**config.mk**
```make
export PLATFORM = sky130hd
export DESIGN_NAME = rcr_regs
export DESIGN_NICKNAME = d
export VERILOG_FILES = /design/src/logic/rcr_pkg.sv /design/src/logic/rcr_regs.sv
export VERILOG_INCLUDE_DIRS = /design/src /design/src/logic
export SDC_FILE = /design/constraint.sdc
export NUM_CORES = 1
export LEC_CHECK = 0
export BUFFER_PORTS_ARGS = -buffer_cell sky130_fd_sc_hd__buf_2
export CORE_MARGIN = 2
export CORE_UTILIZATION = 35
export CTS_CLUSTER_SIZE = 25
export DETAILED_ROUTE_END_ITERATION = 12
export SLEW_MARGIN = 20
export SYNTH_ARGS = -nofsm -noshare
export SYNTH_HDL_FRONTEND = slang
export SYNTH_SLANG_ARGS = --single-unit
```
**constraint.sdc**
```tcl
create_clock -name i_clock -period 8.61 [get_ports i_clock]
set_input_delay 1.722 -clock i_clock [delete_from_list [all_inputs] [get_ports i_clock]]
set_output_delay 1.722 -clock i_clock [all_outputs]
set_load 0.01 [all_outputs]
```
**src/logic/rcr_cfg.svh**
```systemverilog
`ifndef RCR_CFG_SVH
`define RCR_CFG_SVH
// configuration index values
`define RCR_IDX_SEL_PIN_E_A 8'h18
`define RCR_IDX_FAST 8'h19
`define RCR_IDX_FDC 8'h20
`define RCR_IDX_PRT 8'h23
`define RCR_IDX_UA 8'h24
`define RCR_IDX_UB 8'h25
`define RCR_IDX_DMA 8'h26
`define RCR_IDX_PIRQ 8'h27
// writable bit masks, reserved bits clear
`define RCR_MASK_FAST 8'h03
`define RCR_MASK_FDC 8'hFC
`define RCR_MASK_UART 8'hFE
`define RCR_MASK_PIRQ 8'hEF
// strap defaults
`define RCR_DFLT_FDC 8'hFC
`define RCR_DFLT_PRT 8'hDE
`define RCR_DFLT_UA 8'hFE
`define RCR_DFLT_UB 8'hBE
`define RCR_DFLT_DMA 8'h23
`define RCR_DFLT_PIRQ 8'h05
// field positions
`define RCR_FAST_A_BIT 1
`define RCR_FAST_B_BIT 0
`define RCR_SER_FRAME_SMI 4'h2
// timing
`define RCR_CLK_PERIOD_NS 100
`define RCR_SEL_PIN_E_A_PULSE_NS 200
`define RCR_SEL_PIN_E_A_PULSE_CYC ((`RCR_SEL_PIN_E_A_PULSE_NS + `RCR_CLK_PERIOD_NS - 1) / `RCR_CLK_PERIOD_NS)
`endif

```
**src/logic/rcr_pkg.sv**
```systemverilog
package rcr_pkg;
  typedef enum logic [1:0] {RCR_SRC_NORMAL, RCR_SRC_SPEED, RCR_SRC_MUSIC,
    RCR_SRC_FAST} rcr_clk_src_t;
endpackage : rcr_pkg

```
**src/logic/rcr_regs.sv**
```systemverilog
`timescale 1ns/10ps
`include "rcr_cfg.svh"
// How it works
// - registers reached through data port only in extended mode at matching index
// - sel_pin_e_a register bit n picks legacy (0) or sharing (1) for pin n
// - sharing pin pulses low 200 ns per request, otherwise tri-stated
// - serial A fast bit set gives 14.769 MHz, else speed and music select
// - serial B fast bit works the same way
// - floppy decode: bits 7..2 match A9..A4, chip select low, A10 low, A3 low
// - floppy base on 16-byte steps, bits 1..0 fixed zero
// - any base decode is off when its bits 7 and 6 are zero
// - printer decode matches all eight bits against A9..A2
// - printer decode needs A10 low, except extended-capability mode
// - serial A decode matches bits 7..1 with A9..A3, bit 0 zero
// - serial B decode identical to serial A
// - DMA nibbles: 0 none, 1..3 channels A..C; floppy high, printer low
// - printer irq bits 7..5 reappear as read-only config B bits 5..3
// - report code 0 reflects pin, 1..6 irq 7,9,10,11,14,15, 7 irq 5
// - low nibble routes printer irq to pin A..H, others tri-stated
// - serial mode tri-states all pins, irq goes to serial line only
// - serial mode low nibble picks frame; code 2 is the SMI frame
// - after reset defaults load from the strap, zero when strap low
// - flipping the strap reloads defaults; same value does nothing
module rcr_regs
  import rcr_pkg::*;
#(
  parameter int unsigned PULSE_CYC = `RCR_SEL_PIN_E_A_PULSE_CYC
)(
  // clock and reset
  input wire logic i_clock,
  input wire logic i_reset_n,
  // configuration port
  input wire logic i_ext_func_mode,
  input wire logic [7:0] i_config_index,
  input wire logic i_cfg_wr,
  input wire logic [7:0] i_cfg_wdata,
  output logic [7:0] o_cfg_rdata,
  input wire logic i_config_default_strap,
  // host address decode
  input wire logic [10:0] i_addr,
  input wire logic i_chip_select_n,
  input wire logic i_ecp_mode,
  output logic o_floppy_sel,
  output logic o_printer_sel,
  output logic o_serial_a_sel,
  output logic o_serial_b_sel,
  // serial clock selection
  input wire logic i_serial_a_speed_sel,
  input wire logic i_serial_a_music_clk,
  input wire logic i_serial_b_speed_sel,
  input wire logic i_serial_b_music_clk,
  output rcr_clk_src_t o_serial_a_clk_src,
  output rcr_clk_src_t o_serial_b_clk_src,
  // dma routing, one-hot channels A..C
  output logic [2:0] o_floppy_dma_sel,
  output logic [2:0] o_printer_dma_sel,
  // printer interrupt routing
  input wire logic i_printer_irq,
  input wire logic i_serial_interrupt_mode,
  output logic [7:0] o_irq_pin_out,
  output logic [7:0] o_irq_pin_oe,
  output logic o_serial_irq_req,
  output logic [3:0] o_serial_irq_frame,
  output logic [2:0] o_ext_cap_config_b,
  output logic [3:0] o_ext_cap_irq_num
);

  function automatic logic [7:0] dflt(input logic strap, input logic [7:0] val);
    return strap ? val : 8'h00;
  endfunction : dflt

  function automatic logic base_on(input logic [7:0] base);
    return |base[7:6];
  endfunction : base_on

  function automatic logic [2:0] dma_dec(input logic [3:0] code);
    case (code)
      4'h1: return 3'h1;
      4'h2: return 3'h2;
      4'h3: return 3'h4;
      default: return 3'h0;
    endcase
  endfunction : dma_dec

  function automatic rcr_clk_src_t clk_src(input logic fast, input logic speed,
                                           input logic music);
    if (fast)
      return RCR_SRC_FAST;
    else if (music)
      return RCR_SRC_MUSIC;
    else if (speed)
      return RCR_SRC_SPEED;
    return RCR_SRC_NORMAL;
  endfunction : clk_src

  logic [7:0] sel_pin_e_a_q, fast_q, fdc_q, prt_q, ua_q, ub_q, dma_q, pirq_q;
  logic init_q, strap_q, load_dflt, wr_ok, irq_prev_q, pulse_start, pin_valid;
  logic [1:0] pulse_cnt_q;
  logic [2:0] pin_idx;

  // reload waits for the first edge so the strap is never caught under reset
  assign load_dflt = !init_q || (i_config_default_strap != strap_q);
  assign wr_ok = i_cfg_wr && i_ext_func_mode;

  always_ff @(posedge i_clock or negedge i_reset_n)
  begin
    if (!i_reset_n)
    begin
      init_q <= 1'b0;
      strap_q <= 1'b0;
    end
    else
    begin
      init_q <= 1'b1;
      strap_q <= i_config_default_strap;
    end
  end

  // sel_pin_e_a and fast registers are not strap loaded
  always_ff @(posedge i_clock or negedge i_reset_n)
  begin
    if (!i_reset_n)
    begin
      sel_pin_e_a_q <= 8'h00;
      fast_q <= 8'h00;
    end
    else if (wr_ok && i_config_index == `RCR_IDX_SEL_PIN_E_A)
      sel_pin_e_a_q <= i_cfg_wdata;
    else if (wr_ok && i_config_index == `RCR_IDX_FAST)
      fast_q <= i_cfg_wdata & `RCR_MASK_FAST;
  end

  // a strap reload in the same cycle as a write wins over the write
  always_ff @(posedge i_clock or negedge i_reset_n)
  begin
    if (!i_reset_n)
    begin
      fdc_q <= 8'h00;
      prt_q <= 8'h00;
      ua_q <= 8'h00;
      ub_q <= 8'h00;
      dma_q <= 8'h00;
      pirq_q <= 8'h00;
    end
    else if (load_dflt)
    begin
      fdc_q <= dflt(i_config_default_strap, `RCR_DFLT_FDC);
      prt_q <= dflt(i_config_default_strap, `RCR_DFLT_PRT);
      ua_q <= dflt(i_config_default_strap, `RCR_DFLT_UA);
      ub_q <= dflt(i_config_default_strap, `RCR_DFLT_UB);
      dma_q <= dflt(i_config_default_strap, `RCR_DFLT_DMA);
      pirq_q <= dflt(i_config_default_strap, `RCR_DFLT_PIRQ);
    end
    else if (wr_ok)
    begin
      case (i_config_index)
        `RCR_IDX_FDC: fdc_q <= i_cfg_wdata & `RCR_MASK_FDC;
        `RCR_IDX_PRT: prt_q <= i_cfg_wdata;
        `RCR_IDX_UA: ua_q <= i_cfg_wdata & `RCR_MASK_UART;
        `RCR_IDX_UB: ub_q <= i_cfg_wdata & `RCR_MASK_UART;
        `RCR_IDX_DMA: dma_q <= i_cfg_wdata;
        `RCR_IDX_PIRQ: pirq_q <= i_cfg_wdata & `RCR_MASK_PIRQ;
        default: ;
      endcase
    end
  end

  // read data is registered; outside extended mode or at other indices it reads zero
  always_ff @(posedge i_clock or negedge i_reset_n)
  begin
    if (!i_reset_n)
      o_cfg_rdata <= 8'h00;
    else if (!i_ext_func_mode)
      o_cfg_rdata <= 8'h00;
    else
    begin
      case (i_config_index)
        `RCR_IDX_SEL_PIN_E_A: o_cfg_rdata <= sel_pin_e_a_q;
        `RCR_IDX_FAST: o_cfg_rdata <= fast_q;
        `RCR_IDX_FDC: o_cfg_rdata <= fdc_q;
        `RCR_IDX_PRT: o_cfg_rdata <= prt_q;
        `RCR_IDX_UA: o_cfg_rdata <= ua_q;
        `RCR_IDX_UB: o_cfg_rdata <= ub_q;
        `RCR_IDX_DMA: o_cfg_rdata <= dma_q;
        `RCR_IDX_PIRQ: o_cfg_rdata <= pirq_q;
        default: o_cfg_rdata <= 8'h00;
      endcase
    end
  end

  // base decoders
  assign o_floppy_sel = base_on(fdc_q) && !i_chip_select_n && !i_addr[10]
    && i_addr[9:4] == fdc_q[7:2] && !i_addr[3];
  // in extended-capability mode A10 selects the upper register set, so both halves decode
  assign o_printer_sel = base_on(prt_q) && !i_chip_select_n
    && (i_ecp_mode || !i_addr[10]) && i_addr[9:2] == prt_q;
  assign o_serial_a_sel = base_on(ua_q) && !i_chip_select_n && !i_addr[10]
    && i_addr[9:3] == ua_q[7:1];
  assign o_serial_b_sel = base_on(ub_q) && !i_chip_select_n && !i_addr[10]
    && i_addr[9:3] == ub_q[7:1];

  assign o_serial_a_clk_src = clk_src(fast_q[`RCR_FAST_A_BIT], i_serial_a_speed_sel,
                                      i_serial_a_music_clk);
  assign o_serial_b_clk_src = clk_src(fast_q[`RCR_FAST_B_BIT], i_serial_b_speed_sel,
                                      i_serial_b_music_clk);

  assign o_floppy_dma_sel = dma_dec(dma_q[7:4]);
  assign o_printer_dma_sel = dma_dec(dma_q[3:0]);

  assign o_ext_cap_config_b = pirq_q[7:5];
  always_comb
  begin
    case (pirq_q[7:5])
      3'h1: o_ext_cap_irq_num = 4'h7;
      3'h2: o_ext_cap_irq_num = 4'h9;
      3'h3: o_ext_cap_irq_num = 4'hA;
      3'h4: o_ext_cap_irq_num = 4'hB;
      3'h5: o_ext_cap_irq_num = 4'hE;
      3'h6: o_ext_cap_irq_num = 4'hF;
      3'h7: o_ext_cap_irq_num = 4'h5;
      default: o_ext_cap_irq_num = 4'h0;
    endcase
  end

  // interrupt pin routing
  assign pin_valid = !i_serial_interrupt_mode && pirq_q[3:0] != 4'h0 && pirq_q[3:0] <= 4'h8;
  assign pin_idx = 3'(pirq_q[3:0] - 4'h1);
  assign pulse_start = pin_valid && sel_pin_e_a_q[pin_idx] && i_printer_irq && !irq_prev_q;

  always_ff @(posedge i_clock or negedge i_reset_n)
  begin
    if (!i_reset_n)
      irq_prev_q <= 1'b0;
    else
      irq_prev_q <= i_printer_irq;
  end

  // a new request edge retriggers the full pulse
  always_ff @(posedge i_clock or negedge i_reset_n)
  begin
    if (!i_reset_n)
      pulse_cnt_q <= 2'h0;
    else if (pulse_start)
      pulse_cnt_q <= 2'(PULSE_CYC);
    else if (pulse_cnt_q != 2'h0)
      pulse_cnt_q <= pulse_cnt_q - 2'h1;
  end

  always_comb
  begin
    o_irq_pin_out = 8'h00;
    o_irq_pin_oe = 8'h00;
    if (pin_valid)
    begin
      if (sel_pin_e_a_q[pin_idx])
        o_irq_pin_oe[pin_idx] = pulse_cnt_q != 2'h0;
      else
      begin
        o_irq_pin_oe[pin_idx] = 1'b1;
        o_irq_pin_out[pin_idx] = i_printer_irq;
      end
    end
  end

  assign o_serial_irq_frame = i_serial_interrupt_mode ? pirq_q[3:0] : 4'h0;
  assign o_serial_irq_req = i_serial_interrupt_mode && i_printer_irq
    && pirq_q[3:0] != 4'h0 && pirq_q[3:0] != `RCR_SER_FRAME_SMI;
endmodule : rcr_regs

```
# --- After elaboration in Yosys (flattened, before gate mapping) ---
# Index checks and enable logic that the tools add are counted.
# Widths: inputs -> output; s select.
word_totals:
  regBits: 71
  latch_bits: 0
  mem_bits_rw: 0
  rom_bits: 0
  out_inout_bits: 50
  elab_cells: 156
  n_memories: 0
classes:
  add_sub_neg: 2
  mul: 0
  div_mod_pow: 0
  n_lt_le_gt_ge: 3
  eq_ne: 27
  shift: 0
  mux: 54
  bitwise: 3
  n_reduce_logical: 54
ops:
  columns: ["op", "n"]
  rows:
  - ["$mux 8", 27]
  - ["$pmux 8 s8", 1]
  - ["$eq 8x6->1 const B", 6]
  - ["$pmux 4 s7", 1]
  - ["$logic_and 1x1->1", 25]
  - ["$mux 2", 10]
  - ["$pmux 3 s3", 2]
  - ["$reduce_bool 2->1", 9]
  - ["$and 8x8->8", 2]
  - ["$eq 4x2->1 const B", 4]
  - ["$eq 8x5->1 const B", 2]
  - ["$eq 7x7->1", 2]
  - ["$reduce_and 2->1", 7]
  - ["$eq 3x3->1 const B", 4]
  - ["$eq 4x1->1 const B", 2]
  - ["$eq 8x8->1", 1]
  - ["$mux 1", 8]
  - ["$reduce_or 2->1", 4]
  - ["$eq 3x2->1 const B", 2]
  - ["$eq 6x6->1", 1]
  - ["$logic_not 1->1", 6]
  - ["$mux 6", 1]
  - ["$le 4x4->1 const B", 1]
  - ["$lt 3x4->1 const B", 1]
  - ["13 further kinds", 14]

# --- Longest topological paths before layout ---
# Gate-level depths: netlist of run 1.
logic_depth:
  depth_word: 8
  ltp_mapped: 8

# --- Worst setup path after synthesis of run 1 ---
# No wires, ideal clock.
synth_timing:
  path_kind: "in2out"
  start: "input i_addr[8]"
  end: "output o_printer_sel"
  arrival_time_ps: 2665
  required_ps: 6888
  slack_ps: 4223
  stages: 4
  n_path_buf: 1
  path_cell_list: "clkbuf_1 nor4b_1 a31oi_1 nor4_1"
synth_via:
  elab_chain_len: 2
synth_lines:
  columns: ["element", "line_no", "rtl"]
  rows:
  - ["from (decl)", "rcr_regs.sv:40", "input wire logic [10:0] i_addr,"]
  - ["$eq 8x8->1", "rcr_regs.sv:196", "&& (i_ecp_mode || !i_addr[10]) && i_addr[9:2] == prt_q;"]
  - ["$logic_and 1x1->1", "rcr_regs.sv:196", null]
  - ["to (decl)", "rcr_regs.sv:44", "output logic o_printer_sel,"]
# Every way passes these cells.

# --- Worst setup path in the final report of run 1 ---
layout_timing:
  start: "register pirq_q[0]"
  end: "output o_irq_pin_oe[3]"
layout_via:
  elab_chain_len: 8
  word_cells_on_any_way: 15
  cone_classes: "add/sub (1); order compare (3); mux (6); bitwise (1); reduce/logical (4)"
layout_lines:
  columns: ["element", "line_no", "rtl"]
  rows:
  - ["from (decl)", "rcr_regs.sv:96", "logic [7:0] sel_pin_e_a_q, fast_q, fdc_q, prt_q, ua_q, ub_q, dma_q, pirq_q;"]
  - ["from (signal assigned)", "rcr_regs.sv:152", "pirq_q <= dflt(i_config_default_strap, `RCR_DFLT_PIRQ);"]
  - ["from (signal assigned)", "rcr_regs.sv:162", "`RCR_IDX_PIRQ: pirq_q <= i_cfg_wdata & `RCR_MASK_PIRQ;"]
  - ["$sub 3x1->3", "rcr_regs.sv:227", "assign pin_idx = 3'(pirq_q[3:0] - 4'h1);"]
  - ["$lt 3x4->1 (not written as such) / $ge 3x1->1 (equally long branches)", "rcr_regs.sv:256, rcr_regs.sv:259", null]
  - ["$logic_and 1x1->1 (not written as such)", "rcr_regs.sv:256, rcr_regs.sv:259", null]
  - ["$mux 1 (not written as such)", "rcr_regs.sv:256, rcr_regs.sv:259", null]
  - ["$demux 1 s3", "rcr_regs.sv:256, rcr_regs.sv:259", null]
  - ["$and 8x8->8 (no source line)", null, null]
  - ["$mux 8", "rcr_regs.sv:255", "if (sel_pin_e_a_q[pin_idx])"]
  - ["$mux 8 *", "rcr_regs.sv:253", "if (pin_valid)"]
  - ["to (decl)", "rcr_regs.sv:61", "output logic [7:0] o_irq_pin_oe,"]
# Every way passes the cells marked *; elsewhere a longest branch is shown, timed or not. The select of a mux whose other input is x is not followed.

==> flow_summary.ini, run 1 <==
[status]
run_status = completed

[hold_path]
hold-path-cell-count = 1
hold_path.class = flop to flop
min_from = irq_prev_q
hold_path_end = pulse_cnt_q[1]

[timing]
max_slew_margin = 0.4296
tightestPinTransition_ns = 0.8556
final.min_clock_period_ns = 4.780
report.final.slew_viol_count = 0
setup_viol = 0
finalClockSkew_ns = 0.007831
grt_setup_unrepaired = false
finalHoldViolCount = 0
finalCritPeriodShare = 0.5551
max_freq_mhz = 209.2
whs_ns = 0.4660
setup_tns_after_final_layout_ns = 0

[die]
num_rows = 38
design.die.area_sq_mm = 0.01226
initial_core_util = 0.3628
core_area_sq_mm = 0.01098
io_pins = 90
die_w_um = 110.7
die-height_um = 110.7

[synth]
yosys_most_used_dff = sky130_fd_sc_hd__dfrtp_1
yosysTopAreaCell = sky130_fd_sc_hd__dfrtp_1
ys_top_cells_by_area = sky130_fd_sc_hd__dfrtp_1 (41%), sky130_fd_sc_hd__nor2_1 (5.9%), sky130_fd_sc_hd__a21oi_1 (5.4%)
flip_flop_and_latch_count_after_synthesis = 66
synth_sequential_area_ratio = 0.4144
async_reset_ff_frac = 1.000
netlist_area_sq_mm = 0.003985
netlist_instances = 400
synthTopCellsByCount = sky130_fd_sc_hd__dfrtp_1 (66), sky130_fd_sc_hd__nor2_1 (63), sky130_fd_sc_hd__a21oi_1 (43)
syn-num-nets = 443
synth_edf_count = 0
yosysTopAreaCellShare = 0.4144
postSynthAreaPerCell_sq_um = 9.963
ys.warnings.count = 0
netlist-cell-type-count = 62
synth.most_common_cell = sky130_fd_sc_hd__dfrtp_1

[finish]
design.final.nets = 517
syn2layout_area_growth_pct = 19.47
antenna_cells_inserted = 0
layout-drive-gt1-share = 0.2902
finish.utilization = 0.4335

[grt]
grt_start_max_net_pins = 67
via_count_of_the_first_global_routing_pass = 3258
antenna_found_initial = 0
grt_usage = 0.1874
overflow = 0
grt_first_pass_wirelength_um = 18130

[route]
drt_wl_total_um = 11170
drt_drc_violations_left = 0
drt.antenna.violating_nets = 0
drt_first_pass_iters = 5
drt_first_iter_violations = 295
post_drt_via_cell_ratio = 5.506
via_count = 3408
wl_cell_um = 18.05

[cts]
tritoncts = built
postcts_setup_bufs = 0
ctsHoldBuffers = 0
clk-insertion-delay-late_ns = 0.33
post_cts_resize_count = 0
ctsLongestPathBuffers = 2
htreeDepth = 3
tritoncts_num_sinks = 66
total_cts_buffers = 9
clock-root-buffer = sky130_fd_sc_hd__clkbuf_16
cts.clk_slew.worst_paths_ns = 0.06

[pwr]
powerDensity_mw_per_mm2 = 181.2
share_clk_of_total_power = 0.386
swShare = 0.2916
combinationalPowerShare = 0.190
netSwitchingPower_uw = 251.5
cellLeakagePower_nw = 2.225
seqPwrFrac = 0.424
internal-power_uw = 611.2
irDropWorstVdd_mv = 0.09797

[worst_setup_path]
reg2reg_setup_slack_ns = 6.22
worst_setup_path_startpoint = pirq_q[0]
worstPathMaxFanout = 10
startpoint_type = flop
criticalPathCategory = flop to primary output
timing.critical_path.to_type = primary output
worst_ep_required_time_ns = 6.89
crit-reg2reg-capture = pulse_cnt_q[1]
crit_arrival_ns = 3.06
reg2reg_depth = 5
regToRegStartpoint = pirq_q[0]

[job]
max_cap_viols = 0

[place]
weighted_congestion_at_the_end_of_routability_driven_global_placement = 0.8700
numPortBuffers = 87
detailedPlacementHpwl_um = 8475
## flip-flops by register name, indices dropped and copies added (netlist names)
name and flops:
dma_q 8, fast_q 2, fdc_q 6, init_q 1, irq_prev_q 1, o_cfg_rdata 8
pirq_q 7, prt_q 8, pulse_cnt_q 2, sel_pin_e_a_q 8, strap_q 1, ua_q 7
ub_q 7
## critical path: stages, from the launching register on
cell                       delay, ns
sky130_fd_sc_hd__dfrtp_1        0.60
sky130_fd_sc_hd__inv_1          0.20
sky130_fd_sc_hd__ha_1           0.56
sky130_fd_sc_hd__mux4_2         0.59
sky130_fd_sc_hd__a2111o_1       0.49
sky130_fd_sc_hd__nor3_1         0.14
sky130_fd_sc_hd__buf_2          0.15
## how the worst max path moves through the flow
stage,depth (start not counted),slack [ns],endpoint
floorplan,4,4.22,o_printer_sel
global placement,5,4.06,o_serial_a_sel
detailed placement,5,4.08,o_serial_a_sel
CTS,6,3.81,o_irq_pin_oe[3]
global route,6,3.71,o_irq_pin_oe[3]
finish,6,3.83,o_irq_pin_oe[3]
## per-layer routing
layer	vias to the layer above	GRT usage	wire [um]
met1	1680	0.2617	5098
met4	0	0.05167	90
met5	-	0	0
li1	1600	-	-
met3	10	0.03718	640
met2	118	0.2973	5344
## cells in the final DEF, fill, tap and decap left out, types with 4 or more instances in the layout
cell                         n
sky130_fd_sc_hd__inv_1      10
sky130_fd_sc_hd__nor4b_1     7
sky130_fd_sc_hd__xnor2_1    20
sky130_fd_sc_hd__mux2_2     13
sky130_fd_sc_hd__mux2i_1    21
sky130_fd_sc_hd__nand2_1    18
sky130_fd_sc_hd__buf_2      87
sky130_fd_sc_hd__xor2_1      7
sky130_fd_sc_hd__a22o_1      7
sky130_fd_sc_hd__nor2_1     63
sky130_fd_sc_hd__a21oi_1    43
sky130_fd_sc_hd__nand3_1     4
sky130_fd_sc_hd__clkbuf_16   9
sky130_fd_sc_hd__dfrtp_1    66
sky130_fd_sc_hd__mux4_2      5
sky130_fd_sc_hd__nor3_1     13
sky130_fd_sc_hd__nand4_1     5
sky130_fd_sc_hd__a22oi_1     6
## power by group through the flow
stage	Clock, mW	Sequential (mW)	Combinational, mW
after floorplan	0	0.359	0.118
after global placement	0	0.370	0.158
after detailed placement	0	0.371	0.164
after CTS	0.338	0.365	0.164
after global routing	0.353	0.369	0.184
final	0.333	0.365	0.164
## kinds of logic after synthesis
logic type | synth area share
adder cells (fa/ha/maj) | 0.009420
XOR/XNOR | 0.06342
AO/OA/AOI/OAI | 0.1554
buffers and inverters | 0.04490
AND/OR/NAND/NOR | 0.1805
multiplexers | 0.1309
flip-flops | 0.4144
other | 0.0009410
## metrics by stage
step / total power, mW / instance area (sq um) / worst slack [ns] / instances
3_3_place_gp: 0.5280 / 4476 / 4.057 / 603
2_1_floorplan: 0.4772 / 3985 / 4.223 / 400
5_1_grt: 0.9063 / 4761 / 3.708 / 619
4_1_cts: 0.8681 / 4748 / 3.814 / 619
3_5_place_dp: 0.5343 / 4476 / 4.082 / 603
6_report: 0.8627 / 4761 / 3.831 / 619
## area by class of cell
type | instances | area [sq um]
Tap cell | 140 | 175.2
Multi-Input combinational cell | 298 | 2173
Fill cell | 1064 | 6222
Clock inverter | 5 | 30.03
Sequential cell | 66 | 1652
Timing Repair Buffer | 89 | 450.4
Inverter | 10 | 37.54
Clock buffer | 11 | 242.7
Note: power is estimated with default switching activity, not from simulation.
==> run 2: changes to the inputs <==
- clock period: 8.61 -> 4.9 ns (I/O delays scaled with it)
==> flow_summary.ini, run 2 (synthesis gave the netlist of run 1 again) <==
[status]
run_status = completed

[worst_setup_path]
reg2reg_depth = 5
crit_arrival_ns = 2.92
startpoint_type = flop
worst_setup_path_startpoint = pirq_q[0]
endpoint = o_irq_pin_oe[3]
worst_ep_required_time_ns = 3.92
criticalPathCategory = flop to primary output
crit-reg2reg-capture = pulse_cnt_q[1]
regToRegStartpoint = pirq_q[0]
reg2reg_setup_slack_ns = 2.69
worstPathMaxFanout = 10
timing.critical_path.to_type = primary output

[timing]
grt_setup_unrepaired = false
setup_tns_after_final_layout_ns = 0
final.min_clock_period_ns = 3.899
max_freq_mhz = 256.5
fin_ws_ns = 1.001
finalClockSkew_ns = 0.005734
finalCritPeriodShare = 0.7957
finalHoldViolCount = 0
report.final.slew_viol_count = 0
tightestPinTransition_ns = 1.049
max_slew_margin = 0.2906
whs_ns = 0.4592
setup_viol = 0

[grt]
grt_usage = 0.1884
overflow = 0
grt_start_max_net_pins = 36
antenna_found_initial = 0
grt_first_pass_wirelength_um = 18050
via_count_of_the_first_global_routing_pass = 3380

[cts]
total_cts_buffers = 9
postcts_setup_bufs = 0
ctsLongestPathBuffers = 2
clock-root-buffer = sky130_fd_sc_hd__clkbuf_16
clk-insertion-delay-late_ns = 0.33
post_cts_resize_count = 0
tritoncts = built
htreeDepth = 3
cts.clk_slew.worst_paths_ns = 0.05
ctsHoldBuffers = 0
tritoncts_num_sinks = 66

[route]
via_count = 3415
post_drt_via_cell_ratio = 5.535
drt_first_pass_iters = 5
drt_first_iter_violations = 212
wl_cell_um = 18.23
drt.antenna.violating_nets = 0
drt_drc_violations_left = 0
drt_wl_total_um = 11250

[finish]
finish.utilization = 0.4355
design.final.nets = 517
final_design_area_no_fill_sq_mm = 0.004783
fin_cells = 617
filler_cell_count = 1088
layout.cells.most_common = sky130_fd_sc_hd__buf_2
antenna_cells_inserted = 0
syn2layout_area_growth_pct = 20.03
most-common-layout-cells = sky130_fd_sc_hd__buf_2 (87), sky130_fd_sc_hd__dfrtp_1 (66), sky130_fd_sc_hd__nor2_1 (63)
layout-drive-gt1-share = 0.2830

[pwr]
total_power_mw = 1.609
cellLeakagePower_nw = 2.244
powerDensity_mw_per_mm2 = 336.4
irDropWorstVdd_mv = 0.1371

[die]
core_area_sq_mm = 0.01098
die_w_um = 110.7
die-height_um = 110.7
initial_core_util = 0.3628
design.die.area_sq_mm = 0.01226
io_pins = 90
num_rows = 38

[place]
dp_worst_setup_slack_ns = 1.353
weighted_congestion_at_the_end_of_routability_driven_global_placement = 0.8490
detailedPlacementHpwl_um = 8623
place_area_sq_mm = 0.004469
numPortBuffers = 87
dp_cells = 603

[job]
max_cap_viols = 0

[hold_path]
hold_path.class = flop to flop
==> run 2: cell count changes in the layout (fill, tap and decap cells not counted) <==
| cell | change |
|---|---|
| sky130_fd_sc_hd__bufinv_16 | +2 |
| sky130_fd_sc_hd__clkinv_2 | -2 |
| sky130_fd_sc_hd__clkinvlp_4 | -2 |
| sky130_fd_sc_hd__nor4b_1 | +1 |
| sky130_fd_sc_hd__nor4b_2 | -1 |
| sky130_fd_sc_hd__nor4bb_1 | +1 |
| sky130_fd_sc_hd__nor4bb_2 | -1 |
==> run 2: metal layers <==
| metal | vias to the layer above | share of wire | global-route usage |
|---|---|---|---|
| met1 | 1673 | 0.45 | 0.2585 |
| met3 | 25 | 0.062 | 0.04483 |
| met4 | 0 | 0.031 | 0.07417 |
| li1 | 1597 | - | - |
| met5 | - | 0 | 0 |
| met2 | 120 | 0.46 | 0.2879 |
==> run 2: area by class of cell <==
type / count / area, sq um / area share
sequential: 66 / 1652 / 0.3453
timing repair buffer: 89 / 450.4 / 0.09417
multi-input combinational: 298 / 2161 / 0.4517
clock inverter: 3 / 65.06 / 0.01360
tap: 140 / 175.2 / 0.03662
inverter: 10 / 37.54 / 0.007847
clock buffer: 11 / 242.7 / 0.05075
==> run 2: worst min path at each step <==
stage                     endpoint  cells after the start  slack (ns)        from
floorplan           pulse_cnt_q[1]                      1        0.43  irq_prev_q
global placement    pulse_cnt_q[1]                      1        0.44  irq_prev_q
detailed placement  pulse_cnt_q[1]                      1        0.45  irq_prev_q
CTS                 pulse_cnt_q[1]                      1        0.46  irq_prev_q
global route        pulse_cnt_q[1]                      1        0.49  irq_prev_q
finish              pulse_cnt_q[1]                      1        0.46  irq_prev_q
==> run 2: worst max-delay path: stages, from the launching register on <==
cell and delay [ns]:
sky130_fd_sc_hd__dfrtp_1 0.55, sky130_fd_sc_hd__inv_1 0.17, sky130_fd_sc_hd__ha_1 0.51, sky130_fd_sc_hd__mux4_2 0.57, sky130_fd_sc_hd__a2111o_1 0.48, sky130_fd_sc_hd__nor3_1 0.14, sky130_fd_sc_hd__buf_2 0.16
==> run 2: power breakdown <==
part / switching, mW / leakage, nW / total (mW) / internal, mW
combinational: 0.159 / 1.26 / 0.289 / 0.129
clock: 0.226 / 0.151 / 0.679 / 0.453
sequential: 0.0503 / 0.837 / 0.642 / 0.592
==> run 3: changes to the inputs <==
- ABC_AREA: default -> 1
- clock period: 4.9 -> 3.62 ns (I/O delays scaled with it)
==> flow_summary.ini, run 3 <==
[place]
detailedPlacementHpwl_um = 9526
weighted_congestion_at_the_end_of_routability_driven_global_placement = 0.8513
place_area_sq_mm = 0.004850
numPortBuffers = 87
dp_cells = 834

[cts]
ctsHoldBuffers = 0
clock-root-buffer = sky130_fd_sc_hd__clkbuf_16
htreeDepth = 3
ctsLongestPathBuffers = 2
tritoncts_num_sinks = 66
total_cts_buffers = 9
postcts_setup_bufs = 0
tritoncts = built
clk-insertion-delay-late_ns = 0.33
cts.clk_slew.worst_paths_ns = 0.06
post_cts_resize_count = 0

[die]
die_w_um = 115.3
die-height_um = 115.3
core_area_sq_mm = 0.01206
io_pins = 90
design.die.area_sq_mm = 0.01330
num_rows = 40
initial_core_util = 0.3598

[timing]
final.min_clock_period_ns = 3.021
max_freq_mhz = 331.0
tightestPinTransition_ns = 0.6010
finalHoldViolCount = 0
setup_tns_after_final_layout_ns = 0
grt_setup_unrepaired = false
report.final.slew_viol_count = 0
setup_viol = 0
finalCritPeriodShare = 0.8346
finalClockSkew_ns = 0.007355
max_slew_margin = 0.5981

[synth]
synth_edf_count = 0
yosysTopAreaCellShare = 0.3806
netlist_instances = 594
syn-num-nets = 637
synth.most_common_cell = sky130_fd_sc_hd__nand2_1
yosys_most_used_dff = sky130_fd_sc_hd__dfrtp_1
netlist-cell-type-count = 38
yosysTopAreaCell = sky130_fd_sc_hd__dfrtp_1
async_reset_ff_frac = 1.000
netlist_area_sq_mm = 0.004339
postSynthAreaPerCell_sq_um = 7.305
synthTopCellsByCount = sky130_fd_sc_hd__nand2_1 (152), sky130_fd_sc_hd__dfrtp_1 (66), sky130_fd_sc_hd__nand3_1 (66)
flip_flop_and_latch_count_after_synthesis = 66
synth_sequential_area_ratio = 0.3806
ys_top_cells_by_area = sky130_fd_sc_hd__dfrtp_1 (38%), sky130_fd_sc_hd__nand2_1 (13%), sky130_fd_sc_hd__nand3_1 (7.6%)
ys.warnings.count = 0

[worst_setup_path]
startpoint_type = flop
worstPathMaxFanout = 11
worst_setup_path_startpoint = pirq_q[0]
reg2reg_depth = 9
regToRegStartpoint = pirq_q[0]
timing.critical_path.to_type = primary output
crit_arrival_ns = 2.30
criticalPathCategory = flop to primary output
worst_ep_required_time_ns = 2.90
crit-reg2reg-capture = pulse_cnt_q[1]
reg2reg_setup_slack_ns = 1.82

[pwr]
cellLeakagePower_nw = 2.693
irDropWorstVdd_mv = 0.2620
powerDensity_mw_per_mm2 = 425.1

[route]
post_drt_via_cell_ratio = 4.924
drt.antenna.violating_nets = 0
drt_drc_violations_left = 0
drt_wl_total_um = 12230
drt_first_pass_iters = 5
wl_cell_um = 14.39
drt_first_iter_violations = 308
via_count = 4185

[status]
run_status = completed

[grt]
antenna_found_initial = 0
via_count_of_the_first_global_routing_pass = 3936
grt_usage = 0.1911
grt_start_max_net_pins = 30
grt_first_pass_wirelength_um = 19880
overflow = 0

[finish]
syn2layout_area_growth_pct = 19.12
antenna_cells_inserted = 0
layout-drive-gt1-share = 0.2581
fin_cells = 850
final_design_area_no_fill_sq_mm = 0.005169
design.final.nets = 720
layout.cells.most_common = sky130_fd_sc_hd__nand2_1
most-common-layout-cells = sky130_fd_sc_hd__nand2_1 (152), sky130_fd_sc_hd__buf_2 (87), sky130_fd_sc_hd__nand3_1 (66), sky130_fd_sc_hd__dfrtp_1 (66), sky130_fd_sc_hd__nor2_1 (60)

[hold_path]
hold_path.class = input pin to asynchronous set/reset pin

[job]
max_cap_viols = 0
run 3: changes by cell type after synthesis, sizes merged, moves of 7 or more:
cell / delta
mux4: -7
nand2: +156
xnor2: -19
nand3: +65
mux2: -13
inv: +61
mux2i: -21
nor4b: -8
a21oi: -30
o21ai: +59
clkbuf: -13
nor2: +14
run 3: worst max-delay path by stage:
stage,endpoint,slack [ns],cells after the start
CTS,o_irq_pin_oe[1],0.58,11
global route,o_irq_pin_out[6],0.35,9
global placement,o_irq_pin_oe[6],0.96,11
floorplan,o_irq_pin_out[0],1.45,8
finish,o_irq_pin_oe[1],0.60,11
detailed placement,o_irq_pin_oe[1],0.93,11
run 3: area by class of cell:
type | count | area [sq um]
clock buffers | 9 | 225.2
clock inverters | 7 | 93.84
fillers | 1238 | 6893
inverters | 71 | 266.5
multi-input cells | 439 | 2263
flip-flops and latches | 66 | 1652
well taps | 168 | 210.2
repair buffers | 90 | 457.9
run 3: critical path, stage by stage (launching register included):
cell,delay (ns)
sky130_fd_sc_hd__dfrtp_1,0.56
sky130_fd_sc_hd__inv_2,0.18
sky130_fd_sc_hd__ha_1,0.24
sky130_fd_sc_hd__or2_1,0.22
sky130_fd_sc_hd__nand2_1,0.12
sky130_fd_sc_hd__inv_2,0.06
sky130_fd_sc_hd__nand2_2,0.09
sky130_fd_sc_hd__nand2_2,0.08
sky130_fd_sc_hd__nand2_2,0.08
sky130_fd_sc_hd__nand2_4,0.10
sky130_fd_sc_hd__nor2_2,0.09
sky130_fd_sc_hd__buf_2,0.13
run 3: cells by family (layout without fill, tap and decap cells):
group                      Yosys count  in the layout  synth area share
and+or+nand+nor                    338            338            0.3749
AOI/OAI and AO/OA                   92             92            0.1272
buffers and inverters               89            177           0.09775
DFF                                 66             66            0.3806
xor gates and xnor gates             5              5           0.01009
adders and majority gates            3              3          0.008651
other                                1              1         0.0008642
run 3: per-stage QoR:
| step | util | power [mW] | setup slack (ns) | hold WS [ns] |
|---|---|---|---|---|
| 2_1_floorplan | - | 1.137 | 1.454 | 0.4284 |
| 3_3_place_gp | 0.4021 | 1.258 | 0.9641 | 0.4552 |
| 3_5_place_dp | 0.4021 | 1.271 | 0.9328 | 0.4591 |
| 4_1_cts | 0.4285 | 2.210 | 0.5812 | 0.3655 |
| 5_1_grt | 0.4285 | 2.307 | 0.3495 | 0.3885 |
| 6_report | 0.4285 | 2.197 | 0.5987 | 0.3592 |
run 3: report_power, final:
| group | switching, mW | total [mW] | internal, mW | leakage [nW] |
|---|---|---|---|---|
| clock | 0.339 | 0.940 | 0.601 | 0.151 |
| combinational | 0.256 | 0.390 | 0.134 | 1.69 |
| sequential | 0.0666 | 0.868 | 0.801 | 0.853 |
| total | 0.661 | 2.20 | 1.54 | 2.69 |
run 3: metal layers:
layer / vias up / global-route usage / wire [um]
li1: 2075 / - / -
met1: 1927 / 0.2599 / 5712
met2: 167 / 0.3138 / 5585
met3: 16 / 0.03585 / 755
met4: 0 / 0.04980 / 178
met5: - / 0 / 0
